==> src/tdma_defines.svh <==
// Register map, field positions, reset values and sizes of the two-channel transfer engine.
// Assumes inclusion by bare name from the engine files.
`ifndef TDMA_DEFINES_SVH
`define TDMA_DEFINES_SVH

// ==========================================================
// Register offsets (channel block at 0x00, 0x20)
`define TDMA_CH_LIMIT 8'h40
`define TDMA_OFF_SRC 5'h00
`define TDMA_OFF_DST 5'h04
`define TDMA_OFF_CNT 5'h08
`define TDMA_OFF_CTRL 5'h0c
`define TDMA_OFF_START 5'h10
`define TDMA_OFF_STAT 5'h14
`define TDMA_REG_MODE 8'h40
`define TDMA_REG_INTSTAT 8'h44
`define TDMA_REG_INTMASK 8'h48

// ==========================================================
// Control and status field positions
`define TDMA_CTRL_SIZE_LO 0
`define TDMA_CTRL_BURST 2
`define TDMA_CTRL_EXTEN 3
`define TDMA_CTRL_SRCINC 4
`define TDMA_CTRL_DSTINC 5
`define TDMA_CTRL_W 6
`define TDMA_STAT_ACTIVE 31

// ==========================================================
// Reset values and sizes
`define TDMA_CTRL_RST 6'h30
`define TDMA_CNT_W 16
`define TDMA_CNT_FULL 17'h10000
`define TDMA_NCH 2

`endif

==> src/tdma_pkg.sv <==
// Types used by the transfer engine: sequencer states and unit sizes.
// Assumes nothing of its surroundings.
package tdma_pkg;

	// ==========================================================
	// Engine sequencer states, one-hot
	typedef enum logic [4:0] {
		S_IDLE = 5'b00001,
		S_REQ = 5'b00010,
		S_RD = 5'b00100,
		S_WR = 5'b01000,
		S_NEXT = 5'b10000
	} tdma_state_t;

	// ==========================================================
	// Transfer unit
	typedef enum logic [1:0] {
		SZ_BYTE = 2'h0,
		SZ_HALF = 2'h1,
		SZ_WORD = 2'h2
	} tdma_size_t;

endpackage

==> src/tdma_arbiter.sv <==
// Two-way channel arbiter with fixed or round-robin priority.
// Assumes requests and the take strobe come from logic on mclk.
`timescale 1ns/1ps

module tdma_arbiter (
	// Clock and reset
	input wire logic mclk,
	input wire logic resetn,
	// Requests and mode
	input wire logic [1:0] chanReq,
	input wire logic roundRobin,
	input wire logic take,
	// Result
	output logic grantValid,
	output logic grantChan
);

	logic lastChan_q;
	logic fixedPick;
	logic rrPick;

	// Fixed: channel 0 wins a tie; round-robin: last served loses a tie
	assign fixedPick = ~chanReq[0];
	assign rrPick = (&chanReq) ? ~lastChan_q : ~chanReq[0];
	assign grantValid = |chanReq;
	assign grantChan = roundRobin ? rrPick : fixedPick;

	// Remember the channel served most recently
	always_ff @(posedge mclk or negedge resetn) begin
		if (!resetn) begin
			lastChan_q <= 1'b1;
		end else if (take) begin
			lastChan_q <= grantChan;
		end
	end

endmodule

==> src/tdma_transfer_engine.sv <==
// Two-channel transfer engine: registers, request logic, bus sequencer, interrupts.
// Assumes one clock mclk, a bus arbiter answering busReq with busGrant, and a system bus
// that answers each read or write strobe with busReady (and busErr on a failed cycle).
//
// The placing of the registers and the address-and-strobe port were decided locally.
`timescale 1ns/1ps
`include "tdma_defines.svh"

module tdma_transfer_engine #(
	parameter int AW = 32,
	parameter int DW = 32
) (
	// Clock and reset
	input wire logic mclk,
	input wire logic resetn,
	// Register port
	input wire logic [7:0] regAddr,
	input wire logic [31:0] regWdata,
	input wire logic regWr,
	input wire logic regRd,
	output logic [31:0] regRdata,
	// External request pins
	input wire logic [1:0] dreq,
	// System bus requester
	output logic busReq,
	input wire logic busGrant,
	output logic [AW-1:0] busAddr,
	output logic busRd,
	output logic busWr,
	output logic [1:0] busSize,
	output logic [DW-1:0] busWdata,
	input wire logic [DW-1:0] busRdata,
	input wire logic busReady,
	input wire logic busErr,
	// Interrupts, one per channel
	output logic [1:0] irq
);

	// ==========================================================
	// Address step for a unit size
	function automatic logic [AW-1:0] stepOf(input logic [1:0] size);
		logic [AW-1:0] s;
		s = AW'(1);
		if (size == tdma_pkg::SZ_HALF) begin
			s = AW'(2);
		end else if (size == tdma_pkg::SZ_WORD) begin
			s = AW'(4);
		end
		return s;
	endfunction

	// ==========================================================
	// State
	logic [AW-1:0] src_q [2];
	logic [AW-1:0] dst_q [2];
	logic [`TDMA_CNT_W-1:0] cnt_q [2];
	logic [`TDMA_CTRL_W-1:0] ctrl_q [2];
	logic [16:0] rem_q [2];
	logic [1:0] active_q;
	logic roundRobin_q;
	logic [3:0] intStat_q;
	logic [1:0] intMask_q;
	logic [1:0] evDone_q;
	logic [1:0] evErr_q;
	logic [1:0] dreqMeta_q;
	logic [1:0] dreqSync_q;
	logic [1:0] dreqPrev_q;
	logic [31:0] regRdata_q;
	logic [1:0] irq_q;
	logic busReq_q;
	logic [AW-1:0] busAddr_q;
	logic busRd_q;
	logic busWr_q;
	logic [1:0] busSize_q;
	logic [DW-1:0] busWdata_q;
	logic curChan_q;
	tdma_pkg::tdma_state_t state_q;

	// ==========================================================
	// Register decode
	logic chanSpace;
	logic wrChan;
	logic [4:0] chOff;
	logic [1:0] startReq;
	logic [1:0] extStart;
	logic [1:0] startAny;
	logic [31:0] chanRdata;
	logic [31:0] rdMux;
	logic [3:0] intClr;

	// Channel block select and offset
	assign chanSpace = regAddr < `TDMA_CH_LIMIT;
	assign wrChan = regAddr[5];
	assign chOff = regAddr[4:0];
	assign intClr = (regWr && regAddr == `TDMA_REG_INTSTAT) ? regWdata[3:0] : 4'h0;

	// Start sources: software bit or rising edge of an enabled request pin
	genvar gc;
	generate
		for (gc = 0; gc < `TDMA_NCH; gc++) begin : gStart
			assign startReq[gc] = regWr && chanSpace && (wrChan == 1'(gc)) &&
				(chOff == `TDMA_OFF_START) && regWdata[0];
			assign extStart[gc] = ctrl_q[gc][`TDMA_CTRL_EXTEN] &&
				dreqSync_q[gc] && !dreqPrev_q[gc];
			assign startAny[gc] = (startReq[gc] || extStart[gc]) && !active_q[gc];
		end
	endgenerate

	// Channel register read selection
	always_comb begin
		chanRdata = 32'h0;
		unique case (chOff)
			`TDMA_OFF_SRC: chanRdata = 32'(src_q[wrChan]);
			`TDMA_OFF_DST: chanRdata = 32'(dst_q[wrChan]);
			`TDMA_OFF_CNT: chanRdata = {16'h0, cnt_q[wrChan]};
			`TDMA_OFF_CTRL: chanRdata = {26'h0, ctrl_q[wrChan]};
			`TDMA_OFF_STAT: chanRdata = {active_q[wrChan], 14'h0, rem_q[wrChan]};
			default: chanRdata = 32'h0;
		endcase
	end

	// Global register read selection; unmapped reads return zero
	assign rdMux = chanSpace ? chanRdata :
		(regAddr == `TDMA_REG_MODE) ? {31'h0, roundRobin_q} :
		(regAddr == `TDMA_REG_INTSTAT) ? {28'h0, intStat_q} :
		(regAddr == `TDMA_REG_INTMASK) ? {30'h0, intMask_q} : 32'h0;

	// ==========================================================
	// Arbitration
	logic grantValid;
	logic grantChan;
	logic take;
	logic cur;
	logic [1:0] curSize;
	logic [1:0] ctrlSize;
	logic lastUnit;

	// Current channel, its unit and whether this is its final unit
	assign cur = curChan_q;
	assign ctrlSize = ctrl_q[cur][`TDMA_CTRL_SIZE_LO +: 2];
	// The spare size code runs as a byte, matching the address step and keeping busSize legal
	assign curSize = (ctrlSize == 2'h3) ? tdma_pkg::SZ_BYTE : ctrlSize;
	assign lastUnit = rem_q[cur] == 17'h1;
	assign take = (state_q == tdma_pkg::S_IDLE) && grantValid;

	// Arbiter picks among active channels; take marks each new pick
	tdma_arbiter uArb (
		.mclk(mclk),
		.resetn(resetn),
		.chanReq(active_q),
		.roundRobin(roundRobin_q),
		.take(take),
		.grantValid(grantValid),
		.grantChan(grantChan)
	);

	// ==========================================================
	// Request pin synchroniser and edge memory
	always_ff @(posedge mclk or negedge resetn) begin
		if (!resetn) begin
			dreqMeta_q <= 2'h0;
			dreqSync_q <= 2'h0;
			dreqPrev_q <= 2'h0;
		end else begin
			dreqMeta_q <= dreq;
			dreqSync_q <= dreqMeta_q;
			dreqPrev_q <= dreqSync_q;
		end
	end

	// ==========================================================
	// Channel registers: software writes, engine stepping
	always_ff @(posedge mclk or negedge resetn) begin
		if (!resetn) begin
			for (int c = 0; c < `TDMA_NCH; c++) begin
				src_q[c] <= '0;
				dst_q[c] <= '0;
				cnt_q[c] <= '0;
				ctrl_q[c] <= `TDMA_CTRL_RST;
				rem_q[c] <= 17'h0;
			end
			active_q <= 2'h0;
		end else begin
			for (int c = 0; c < `TDMA_NCH; c++) begin
				if (regWr && chanSpace && wrChan == 1'(c)) begin
					if (chOff == `TDMA_OFF_SRC) src_q[c] <= AW'(regWdata);
					if (chOff == `TDMA_OFF_DST) dst_q[c] <= AW'(regWdata);
					if (chOff == `TDMA_OFF_CNT) cnt_q[c] <= regWdata[15:0];
					if (chOff == `TDMA_OFF_CTRL) ctrl_q[c] <= regWdata[5:0];
				end
				if (startAny[c]) begin
					active_q[c] <= 1'b1;
					rem_q[c] <= (cnt_q[c] == '0) ? `TDMA_CNT_FULL : {1'b0, cnt_q[c]};
				end
			end
			if (state_q == tdma_pkg::S_WR && busReady) begin
				if (busErr) begin
					active_q[cur] <= 1'b0;
				end else begin
					// Memory sides step, I/O sides stay put
					if (ctrl_q[cur][`TDMA_CTRL_SRCINC]) src_q[cur] <= src_q[cur] + stepOf(curSize);
					if (ctrl_q[cur][`TDMA_CTRL_DSTINC]) dst_q[cur] <= dst_q[cur] + stepOf(curSize);
					rem_q[cur] <= rem_q[cur] - 17'h1;
					if (lastUnit) active_q[cur] <= 1'b0;
				end
			end else if (state_q == tdma_pkg::S_RD && busReady && busErr) begin
				active_q[cur] <= 1'b0;
			end
		end
	end

	// ==========================================================
	// Bus sequencer
	always_ff @(posedge mclk or negedge resetn) begin
		if (!resetn) begin
			state_q <= tdma_pkg::S_IDLE;
			curChan_q <= 1'b0;
			busReq_q <= 1'b0;
			busAddr_q <= '0;
			busRd_q <= 1'b0;
			busWr_q <= 1'b0;
			busSize_q <= 2'h0;
			busWdata_q <= '0;
			evDone_q <= 2'h0;
			evErr_q <= 2'h0;
		end else begin
			evDone_q <= 2'h0;
			evErr_q <= 2'h0;
			unique case (state_q)
				tdma_pkg::S_IDLE: begin
					if (grantValid) begin
						curChan_q <= grantChan;
						busReq_q <= 1'b1;
						state_q <= tdma_pkg::S_REQ;
					end
				end
				tdma_pkg::S_REQ: begin
					// Hold the request until the bus arbiter grants it
					if (busGrant) begin
						busAddr_q <= src_q[cur];
						busSize_q <= curSize;
						busRd_q <= 1'b1;
						state_q <= tdma_pkg::S_RD;
					end
				end
				tdma_pkg::S_RD: begin
					if (busReady && busErr) begin
						busRd_q <= 1'b0;
						busReq_q <= 1'b0;
						evErr_q[cur] <= 1'b1;
						state_q <= tdma_pkg::S_IDLE;
					end else if (busReady) begin
						busRd_q <= 1'b0;
						busWr_q <= 1'b1;
						busAddr_q <= dst_q[cur];
						busWdata_q <= busRdata;
						state_q <= tdma_pkg::S_WR;
					end
				end
				tdma_pkg::S_WR: begin
					if (busReady) begin
						busWr_q <= 1'b0;
						if (busErr) begin
							busReq_q <= 1'b0;
							evErr_q[cur] <= 1'b1;
							state_q <= tdma_pkg::S_IDLE;
						end else begin
							if (lastUnit) evDone_q[cur] <= 1'b1;
							state_q <= tdma_pkg::S_NEXT;
						end
					end
				end
				tdma_pkg::S_NEXT: begin
					if (ctrl_q[cur][`TDMA_CTRL_BURST] && active_q[cur]) begin
						// Burst keeps the bus until the count is exhausted
						busAddr_q <= src_q[cur];
						busRd_q <= 1'b1;
						state_q <= tdma_pkg::S_RD;
					end else begin
						busReq_q <= 1'b0;
						state_q <= tdma_pkg::S_IDLE;
					end
				end
				default: begin
					busReq_q <= 1'b0;
					busRd_q <= 1'b0;
					busWr_q <= 1'b0;
					state_q <= tdma_pkg::S_IDLE;
				end
			endcase
		end
	end

	// ==========================================================
	// Global registers, interrupt status and outputs
	always_ff @(posedge mclk or negedge resetn) begin
		if (!resetn) begin
			roundRobin_q <= 1'b0;
			intMask_q <= 2'h0;
			intStat_q <= 4'h0;
			regRdata_q <= 32'h0;
			irq_q <= 2'h0;
		end else begin
			// Mode and mask writes
			if (regWr && regAddr == `TDMA_REG_MODE) roundRobin_q <= regWdata[0];
			if (regWr && regAddr == `TDMA_REG_INTMASK) intMask_q <= regWdata[1:0];
			// A new event wins over a clear in the same cycle
			intStat_q <= (intStat_q & ~intClr) | {evErr_q, evDone_q};
			regRdata_q <= regRd ? rdMux : 32'h0;
			// Per-channel line: done or error, unless that channel is masked
			for (int c = 0; c < `TDMA_NCH; c++) begin
				irq_q[c] <= (intStat_q[c] | intStat_q[c+2]) & ~intMask_q[c];
			end
		end
	end

	assign regRdata = regRdata_q;
	assign busReq = busReq_q;
	assign busAddr = busAddr_q;
	assign busRd = busRd_q;
	assign busWr = busWr_q;
	assign busSize = busSize_q;
	assign busWdata = busWdata_q;
	assign irq = irq_q;

endmodule

==> config.mk <==
export PLATFORM = sky130hd
export DESIGN_NAME = tdma_transfer_engine
export DESIGN_NICKNAME = d
export VERILOG_FILES = /design/src/tdma_pkg.sv /design/src/tdma_arbiter.sv /design/src/tdma_transfer_engine.sv
export VERILOG_INCLUDE_DIRS = /design/src
export SDC_FILE = /design/constraint.sdc
export NUM_CORES = 1
export LEC_CHECK = 0
export BUFFER_PORTS_ARGS = -buffer_cell sky130_fd_sc_hd__buf_2
export CAP_MARGIN = 15
export CORE_UTILIZATION = 30
export CTS_CLUSTER_DIAMETER = 100
export DETAILED_ROUTE_END_ITERATION = 12
export PLACE_DENSITY = 0.47
export REMOVE_ABC_BUFFERS = 1
export SYNTH_ARGS = -nofsm -noshare
export SYNTH_HDL_FRONTEND = slang
export SYNTH_SLANG_ARGS = --single-unit
export TNS_END_PERCENT = 5
==> constraint.sdc <==
create_clock -name mclk -period 9.8 [get_ports mclk]
set_clock_uncertainty 0.15 [all_clocks]
set_input_delay 1.47 -clock mclk [delete_from_list [all_inputs] [get_ports mclk]]
set_output_delay 1.47 -clock mclk [all_outputs]
set_load 0.05 [all_outputs]
# Yosys cells after proc, flatten, opt, wreduce, memory -nomap -nowiden
# Index checks and enable logic that the tools add are counted.
[op_classes]
muxes = 119
addsub = 3
bitwise_logic = 20
eq_ne = 27
n_lt_le_gt_ge = 7
n_reduce_logical = 50
[ops]
columns = ["cell", "n"]
rows = [
  ["32-bit two-way mux", 33],
  ["64-bit two-way mux", 6],
  ["17-bit two-way mux", 11],
  ["32-bit case mux with 5 select lines", 1],
  ["64-bit bitwise mux", 2],
  ["32-bit case mux with 3 select lines", 1],
  ["34-bit two-way mux", 2],
  ["32-bit adder", 2],
  ["16-bit two-way mux", 3],
  ["6-bit two-way mux", 6],
  ["34-bit bitwise mux", 1],
  ["32-bit demux with 1-bit select", 1],
  ["16-bit logical NOT", 2],
  ["5-bit two-way mux", 6],
  ["2-bit two-way mux", 13],
  ["5-bit case mux with 5 select lines", 1],
  ["8-bit by 7-bit equality test with 1-bit output (second input constant)", 3],
  ["1-bit logical AND", 24],
  ["1-bit two-way mux", 20],
  ["17-bit demux with 1-bit select", 1],
  ["17-bit by 1-bit equality test with 1-bit output (second input constant)", 1],
  ["17-bit by 1-bit subtractor with 17-bit output (second input constant)", 1],
  ["2-bit != test (second input constant)", 8],
  ["5-bit by 4-bit equality test with 1-bit output (second input constant)", 3],
  ["40 further kinds", 74],
]
[word_totals]
reg_bits = 335
inputBits = 81
out_inout_bits = 103
elab_cells = 256

# Depth between registers and ports, before layout
[logic_depth]
word_depth = 17
depth_mapped = 19
depth_no_buf = 12

# By module
# Synthesis repeated with hierarchy kept, for this count alone.
[unflattened]
hier_cells = 1983
hier_area_um2 = 19632.6
[by_module_without_submodules]
columns = ["mod", "area_per_inst_um2", "n_inst", "cells_each", "seq_area_each_um2"]
rows = [
  ["tdma_transfer_engine", 19566.3, 1, 1977, 8364.3],
  ["tdma_arbiter", 66.3, 1, 6, 26.3],
]

# Least setup slack after synthesis
# Ideal clock, no wire load.
[synth_path]
kind = "reg-to-reg"
startpoint = "register curChan_q, in the netlist cur"
endpoint = "register dst_q[57] (netlist name)"
path_stages_with_launch = 18
setup_time_ps = 146
arrival_ps = 3738
path_buffers = 8
t_required_ps = 9504
synth_period_minus_slack_ps = 4034
setup_slack_ps = 5766
cell_sequence = "dfrtp_1 buf_6 buf_8 buf_6 buf_8 buf_2 buf_2 buf_2 mux2i_1 inv_1 ha_1 ha_1 a21oi_1 a221o_1 buf_6 a2111oi_2 xor2_1 mux2i_1"
[synth_between]
elab_chain_len = 17
word_cells_on_any_way = 26
classes_between = "add/sub: 1; order compare: 2; eq/ne: 3; mux: 18; bitwise: 1; reduce/logical: 1"
[synth_rtl]
columns = ["element", "line", "text"]
rows = [
  ["start: declaration", "tdma_transfer_engine.sv:76", "logic curChan_q;"],
  ["start signal: assignment", "tdma_transfer_engine.sv:232", "curChan_q <= grantChan;"],
  ["1-bit NOT with 2-bit output (not written as such) *", "tdma_transfer_engine.sv:140, tdma_transfer_engine.sv:202", ""],
  ["6-bit two-way mux (3 in a row)", "n/a", ""],
  ["2-bit equality test", "tdma_transfer_engine.sv:142", "assign curSize = (ctrlSize == 2'h3) ? tdma_pkg::SZ_BYTE : ctrlSize;"],
  ["2-bit two-way mux", "tdma_transfer_engine.sv:142", ""],
  ["2-bit equality test", "tdma_transfer_engine.sv:46", "end else if (size == tdma_pkg::SZ_WORD) begin"],
  ["3-bit two-way mux", "tdma_transfer_engine.sv:46", ""],
  ["3-bit two-way mux", "tdma_transfer_engine.sv:44", "if (size == tdma_pkg::SZ_HALF) begin"],
  ["32-bit two-way mux", "tdma_transfer_engine.sv:202", "if (ctrl_q[cur][`TDMA_CTRL_DSTINC]) dst_q[cur] <= dst_q[cur] + stepOf(curSize);"],
  ["32-bit two-way mux", "tdma_transfer_engine.sv:197", "if (busErr) begin"],
  ["32-bit two-way mux", "tdma_transfer_engine.sv:196", "if (state_q == tdma_pkg::S_WR && busReady) begin"],
  ["32-bit adder", "tdma_transfer_engine.sv:202", ""],
  ["64-bit bitwise mux", "tdma_transfer_engine.sv:202", ""],
  ["64-bit two-way mux *", "tdma_transfer_engine.sv:202", ""],
  ["64-bit two-way mux *", "tdma_transfer_engine.sv:197", ""],
  ["64-bit two-way mux *", "tdma_transfer_engine.sv:196", ""],
  ["end signal: indexed assignment", "tdma_transfer_engine.sv:187", "if (chOff == `TDMA_OFF_DST) dst_q[c] <= AW'(regWdata);"],
  ["end signal: indexed assignment", "tdma_transfer_engine.sv:202", ""],
  ["end: declaration", "tdma_transfer_engine.sv:55", "logic [AW-1:0] dst_q [2];"],
]
# Every way passes the cells marked *; elsewhere a longest branch is shown, timed or not. The select of a mux whose other input is x is not followed.
# A chain may end at the register's enable or synchronous reset.

# Worst setup path in the final report
[layout_path]
startpoint = "register curChan_q, in the netlist cur"
endpoint = "register src_q[54] (netlist name)"
[layout_between]
elab_chain_len = 17
word_cells_on_any_way = 26
classes_between = "add/sub: 1; order compare: 2; eq/ne: 3; mux: 18; bitwise: 1; reduce/logical: 1"
[layout_rtl]
columns = ["element", "line", "text"]
rows = [
  ["1-bit NOT with 2-bit output (not written as such) *", "tdma_transfer_engine.sv:140", "assign ctrlSize = ctrl_q[cur][`TDMA_CTRL_SIZE_LO +: 2];"],
  ["6-bit two-way mux * (3 in a row)", "n/a", ""],
  ["2-bit equality test", "tdma_transfer_engine.sv:142", ""],
  ["2-bit two-way mux *", "tdma_transfer_engine.sv:142", ""],
  ["net curSize[0]", "tdma_transfer_engine.sv:134", "logic [1:0] curSize;"],
  ["2-bit equality test", "tdma_transfer_engine.sv:46", ""],
  ["3-bit two-way mux", "tdma_transfer_engine.sv:46", ""],
  ["3-bit two-way mux *", "tdma_transfer_engine.sv:44", ""],
  ["32-bit two-way mux *", "tdma_transfer_engine.sv:201", "if (ctrl_q[cur][`TDMA_CTRL_SRCINC]) src_q[cur] <= src_q[cur] + stepOf(curSize);"],
  ["32-bit two-way mux *", "tdma_transfer_engine.sv:197", ""],
  ["32-bit two-way mux *", "tdma_transfer_engine.sv:196", ""],
  ["32-bit adder *", "tdma_transfer_engine.sv:201", ""],
  ["64-bit bitwise mux *", "tdma_transfer_engine.sv:201", ""],
  ["64-bit two-way mux *", "tdma_transfer_engine.sv:201", ""],
  ["64-bit two-way mux *", "tdma_transfer_engine.sv:197", ""],
  ["64-bit two-way mux *", "tdma_transfer_engine.sv:196", ""],
  ["end signal: indexed assignment", "tdma_transfer_engine.sv:186", "if (chOff == `TDMA_OFF_SRC) src_q[c] <= AW'(regWdata);"],
  ["end signal: indexed assignment", "tdma_transfer_engine.sv:201", ""],
  ["end: declaration", "tdma_transfer_engine.sv:54", "logic [AW-1:0] src_q [2];"],
]
# The timed path passes the listed nets; every way through them passes the cells marked *. The select of a mux whose other input is x is not followed.

==> qor.csv <==
stage;metric;value;unit
layout;final_cell_count_no_fill;2976;
floorplan;die-area;66000;um2
worst_setup_path;end_kind;register;
power_and_ir_drop;p_leak;10.7;nW
logic_synthesis;syn_area;19500;um2
floorplan;die_height;257;um
place;routabilityCongestion;0.871;
logic_synthesis;ys_warn_count;0;
logic_synthesis;ys.flop_type;dfrtp_1;
layout;nFillCells;6558;
worst_setup_path;arrival;4940;ps
drt;num_vias;16100;
worst_setup_path;worstPathCellList;buf_12, mux2i_1, inv_1, ha_1, inv_1, xnor2_1, ha_1, a21o_1, a31o_2, nand4_4, a2111oi_2, xor2_1, o21ai_1;
global_routing;grt_overflow;0;
power_and_ir_drop;ir_worst_vdd;0.169;mV
drt;detail-route-antenna-nets;0;
layout;multiInputGateArea;10500;um2
logic_synthesis;synthCells;1969;
logic_synthesis;async_flop_share;100;%
drt;routedWlPerCell;22.9;um
clock_network;cts_tree;done;
sta;fin_crit_sh;47.6;%
drt;viasPerCell;5.40;
worst_setup_path;critPathBufInv;3;
layout;ff_latch_area;8390;um2
worst_setup_path;rrSetupSlack;5130;ps
sta;rsz0062_at_grt;false;
clock_network;cts-root-buf;clkbuf_16;
job;max_cap_violations;0;
power_and_ir_drop;swShare;39.0;%
global_routing;antenna_found_initial;1;
worst_setup_path;cp.depth;13;
worst_hold_path;hold_path.class;reg -> reg;
place;post_dp_cell_area;21200;um2
global_routing;grt_pass1_wl;103000;um
place;numPortBuffers;183;
worst_setup_path;path_class;reg -> reg;
clock_network;cts_resized;0;
drt;first_pass_iters;11;
sta;worst_pin_slew;1120;ps
power_and_ir_drop;p_comb_share;32.0;%
clock_network;ctsHtreeMaxLevel;2;
floorplan;io-pin-count;184;
clock_network;clockBufferDepth;3;
outcome;violations;DRC;
global_routing;grtUsageTotal;20.4;%
sta;setup_viol;0;
worst_setup_path;r2r-start;cur;
worst_setup_path;reg2reg_depth;13;
outcome;status;finished with violations;
power_and_ir_drop;p_sw;1.90;mW
sta;slew_headroom;24.8;%
logic_synthesis;yosysSeqAreaShare;43.1;%
place;post-place-ws;5290;ps
logic_synthesis;ys_ff_latch;335;
floorplan;fp.dieW;257;um
worst_setup_path;critPathRequiredTime;10070;ps
power_and_ir_drop;power.share.clock;31.5;%
drt;drtIter0Drc;1183;
clock_network;clk_pin_slew;60;ps
clock_network;post_cts_buffers;0;
power_and_ir_drop;seqPwrFrac;36.5;%
clock_network;insertion_delay;580;ps
sta;hold_viol_final;0;
logic_synthesis;synth.largest_area_cell;dfrtp_1;
worst_setup_path;crit_path_start;cur;
worst_setup_path;critPathTopFamily;compound AO/OA/AOI/OAI gates;
sta;setup_slack;5130;ps
global_routing;grt_max_degree;168;
sta;max_freq;214;MHz
worst_setup_path;timing.rr.end;src_q[54];
worst_setup_path;critPathMaxStageDelay;760;ps
place;dp.cells;2904;
logic_synthesis;synthTopCellsByArea;dfrtp_1 42%, mux2i_1 10%, mux2_2 9.8%, nand2_1 4.5%, nor2_1 3.9%;
logic_synthesis;synth_top_area_share;42.3;%
sta;timing.setup.tns;0;ps
floorplan;initial_core_util;30.3;%
clock_network;numCtsBuffers;40;
layout;diodes;0;
power_and_ir_drop;intPower;2.97;mW
layout;drive_gt1_share;23.4;%
logic_synthesis;synth_cell_types;81;
power_and_ir_drop;p_per_area;216;nW/um2
sta;slew_violations;0;
power_and_ir_drop;p_total;4.86;mW
drt;drt_wl_total;68000;um
logic_synthesis;syn_area_per_cell;9.89;um2
worst_setup_path;crit_fanout;129;
floorplan;num_rows;93;
global_routing;first_global_vias;16100;
layout;final_area;22500;um2
worst_setup_path;critPathLaunchType;register;
drt;drc;4;
worst_setup_path;crit_end;src_q[54];
clock_network;clock-sinks;335;
logic_synthesis;synth_edf_count;0;
layout;area_growth;15.5;%
place;dp_hpwl;45600;um
floorplan;core-area;64300;um2
sta;min_period;4670;ps
worst_setup_path;worst_path_max_delay_cell;dfrtp_4;
layout;fin_nets;2183;
clock_network;cts_hold_buf;0;
[routing by layer]
layer / share of wire, % / track usage (%) / up-vias
met4: 2.7 / 6.38 / 2
met2: 47 / 33.3 / 404
met3: 4.4 / 2.94 / 104
met5: 0.019 / 0 / -
li1: - / - / 7376
met1: 45 / 27.7 / 8193
[metrics by stage]
| step | utilization (%) | hold WS (ps) |
|---|---|---|
| global placement | 32.9 | 188 |
| floorplan | - | 181 |
| global route | 35.0 | 217 |
| CTS | 35.0 | 197 |
| detailed placement | 32.9 | 185 |
| finish | 35.0 | 195 |
[flip-flops by register name, indices dropped and copies added, names as in the netlist, 2 cells and up]
signal / flops
src_q: 64
evErr_q: 2
cnt_q: 32
dreqPrev_q: 2
ctrl_q: 12
rem_q: 34
irq: 2
dreqMeta_q: 2
regRdata: 32
state_q: 5
busSize: 2
intStat_q: 4
evDone_q: 2
busWdata: 32
dst_q: 64
dreqSync_q: 2
intMask_q: 2
busAddr: 32
active_q: 2
[layout make-up]
cell class | instances | share of cell area (%)
Clock inverter | 14 | 0.817
Sequential cell | 335 | 37.3
Clock buffer | 58 | 5.07
Timing Repair Buffer | 206 | 5.07
Tap cell | 855 | 4.75
Multi-Input combinational cell | 1492 | 46.7
Inverter | 16 | 0.267
[placed cells by master (no fill, tap or decap), types with 8 or more instances in the layout]
| cell type | instances |
|---|---|
| a21o_1 | 8 |
| a21oi_1 | 134 |
| a221o_1 | 8 |
| a221oi_1 | 36 |
| a22oi_1 | 22 |
| buf_2 | 181 |
| buf_4 | 20 |
| clkbuf_1 | 12 |
| clkbuf_16 | 41 |
| dfrtp_1 | 328 |
| ha_1 | 11 |
| inv_1 | 14 |
| mux2_2 | 169 |
| mux2i_1 | 204 |
| nand2_1 | 227 |
| nand3_1 | 47 |
| nand3b_1 | 19 |
| nand4_1 | 13 |
| nor2_1 | 200 |
| nor3_1 | 21 |
| nor4_1 | 10 |
| o21ai_0 | 84 |
| o21ai_1 | 13 |
| o22a_1 | 15 |
| o22ai_1 | 18 |
| or4_1 | 8 |
| xnor2_1 | 38 |
| xor2_1 | 41 |
[Yosys cell counts, types with 13 or more instances]
cell	n
a21oi_1	134
a221oi_1	36
a22oi_1	22
buf_1	15
buf_2	28
clkbuf_1	74
dfrtp_1	329
inv_1	14
mux2_2	169
mux2i_1	204
nand2_1	233
nand3_1	48
nand3b_1	19
nand4_1	13
nor2_1	201
nor3_1	22
o21ai_0	85
o21ai_1	13
o22a_1	15
o22ai_1	18
xnor2_1	38
xor2_1	41
[power groups by stage]
stage	Sequential [mW]	Clock [mW]	Combinational (mW)
finish	1.77	1.53	1.56
global route	1.80	1.62	1.67
CTS	1.77	1.57	1.57
detailed placement	1.80	0	1.56
global placement	1.79	0	1.55
floorplan	2.22	0	0.687
[how the worst min path moves through the flow]
stage | slack, ps | end | start | depth (start not counted)
2_1_floorplan | 180 | dreqSync_q[0] | dreqMeta_q[0] | 0
3_3_place_gp | 190 | dreqSync_q[0] | dreqMeta_q[0] | 0
3_5_place_dp | 180 | dreqSync_q[1] | dreqMeta_q[1] | 0
4_1_cts | 200 | dreqSync_q[1] | dreqMeta_q[1] | 0
5_1_grt | 220 | dreqSync_q[1] | dreqMeta_q[1] | 0
6_report | 200 | dreqSync_q[1] | dreqMeta_q[1] | 0
[kinds of logic (layout without fill, tap and decap cells)]
kind of cell               after synthesis  count (layout)  synth area share (%)
xor gates and xnor gates                79              79                  3.55
adders and majority gates               11              11                 0.707
muxes                                  375             375                  20.5
and+or+nand+nor                        621             621                  14.9
DFF                                    335             335                  43.1
buffers and inverters                  142             294                  3.26
AOI/OAI and AO/OA                      406             406                  14.0
Note: power is estimated with default switching activity, not from simulation.
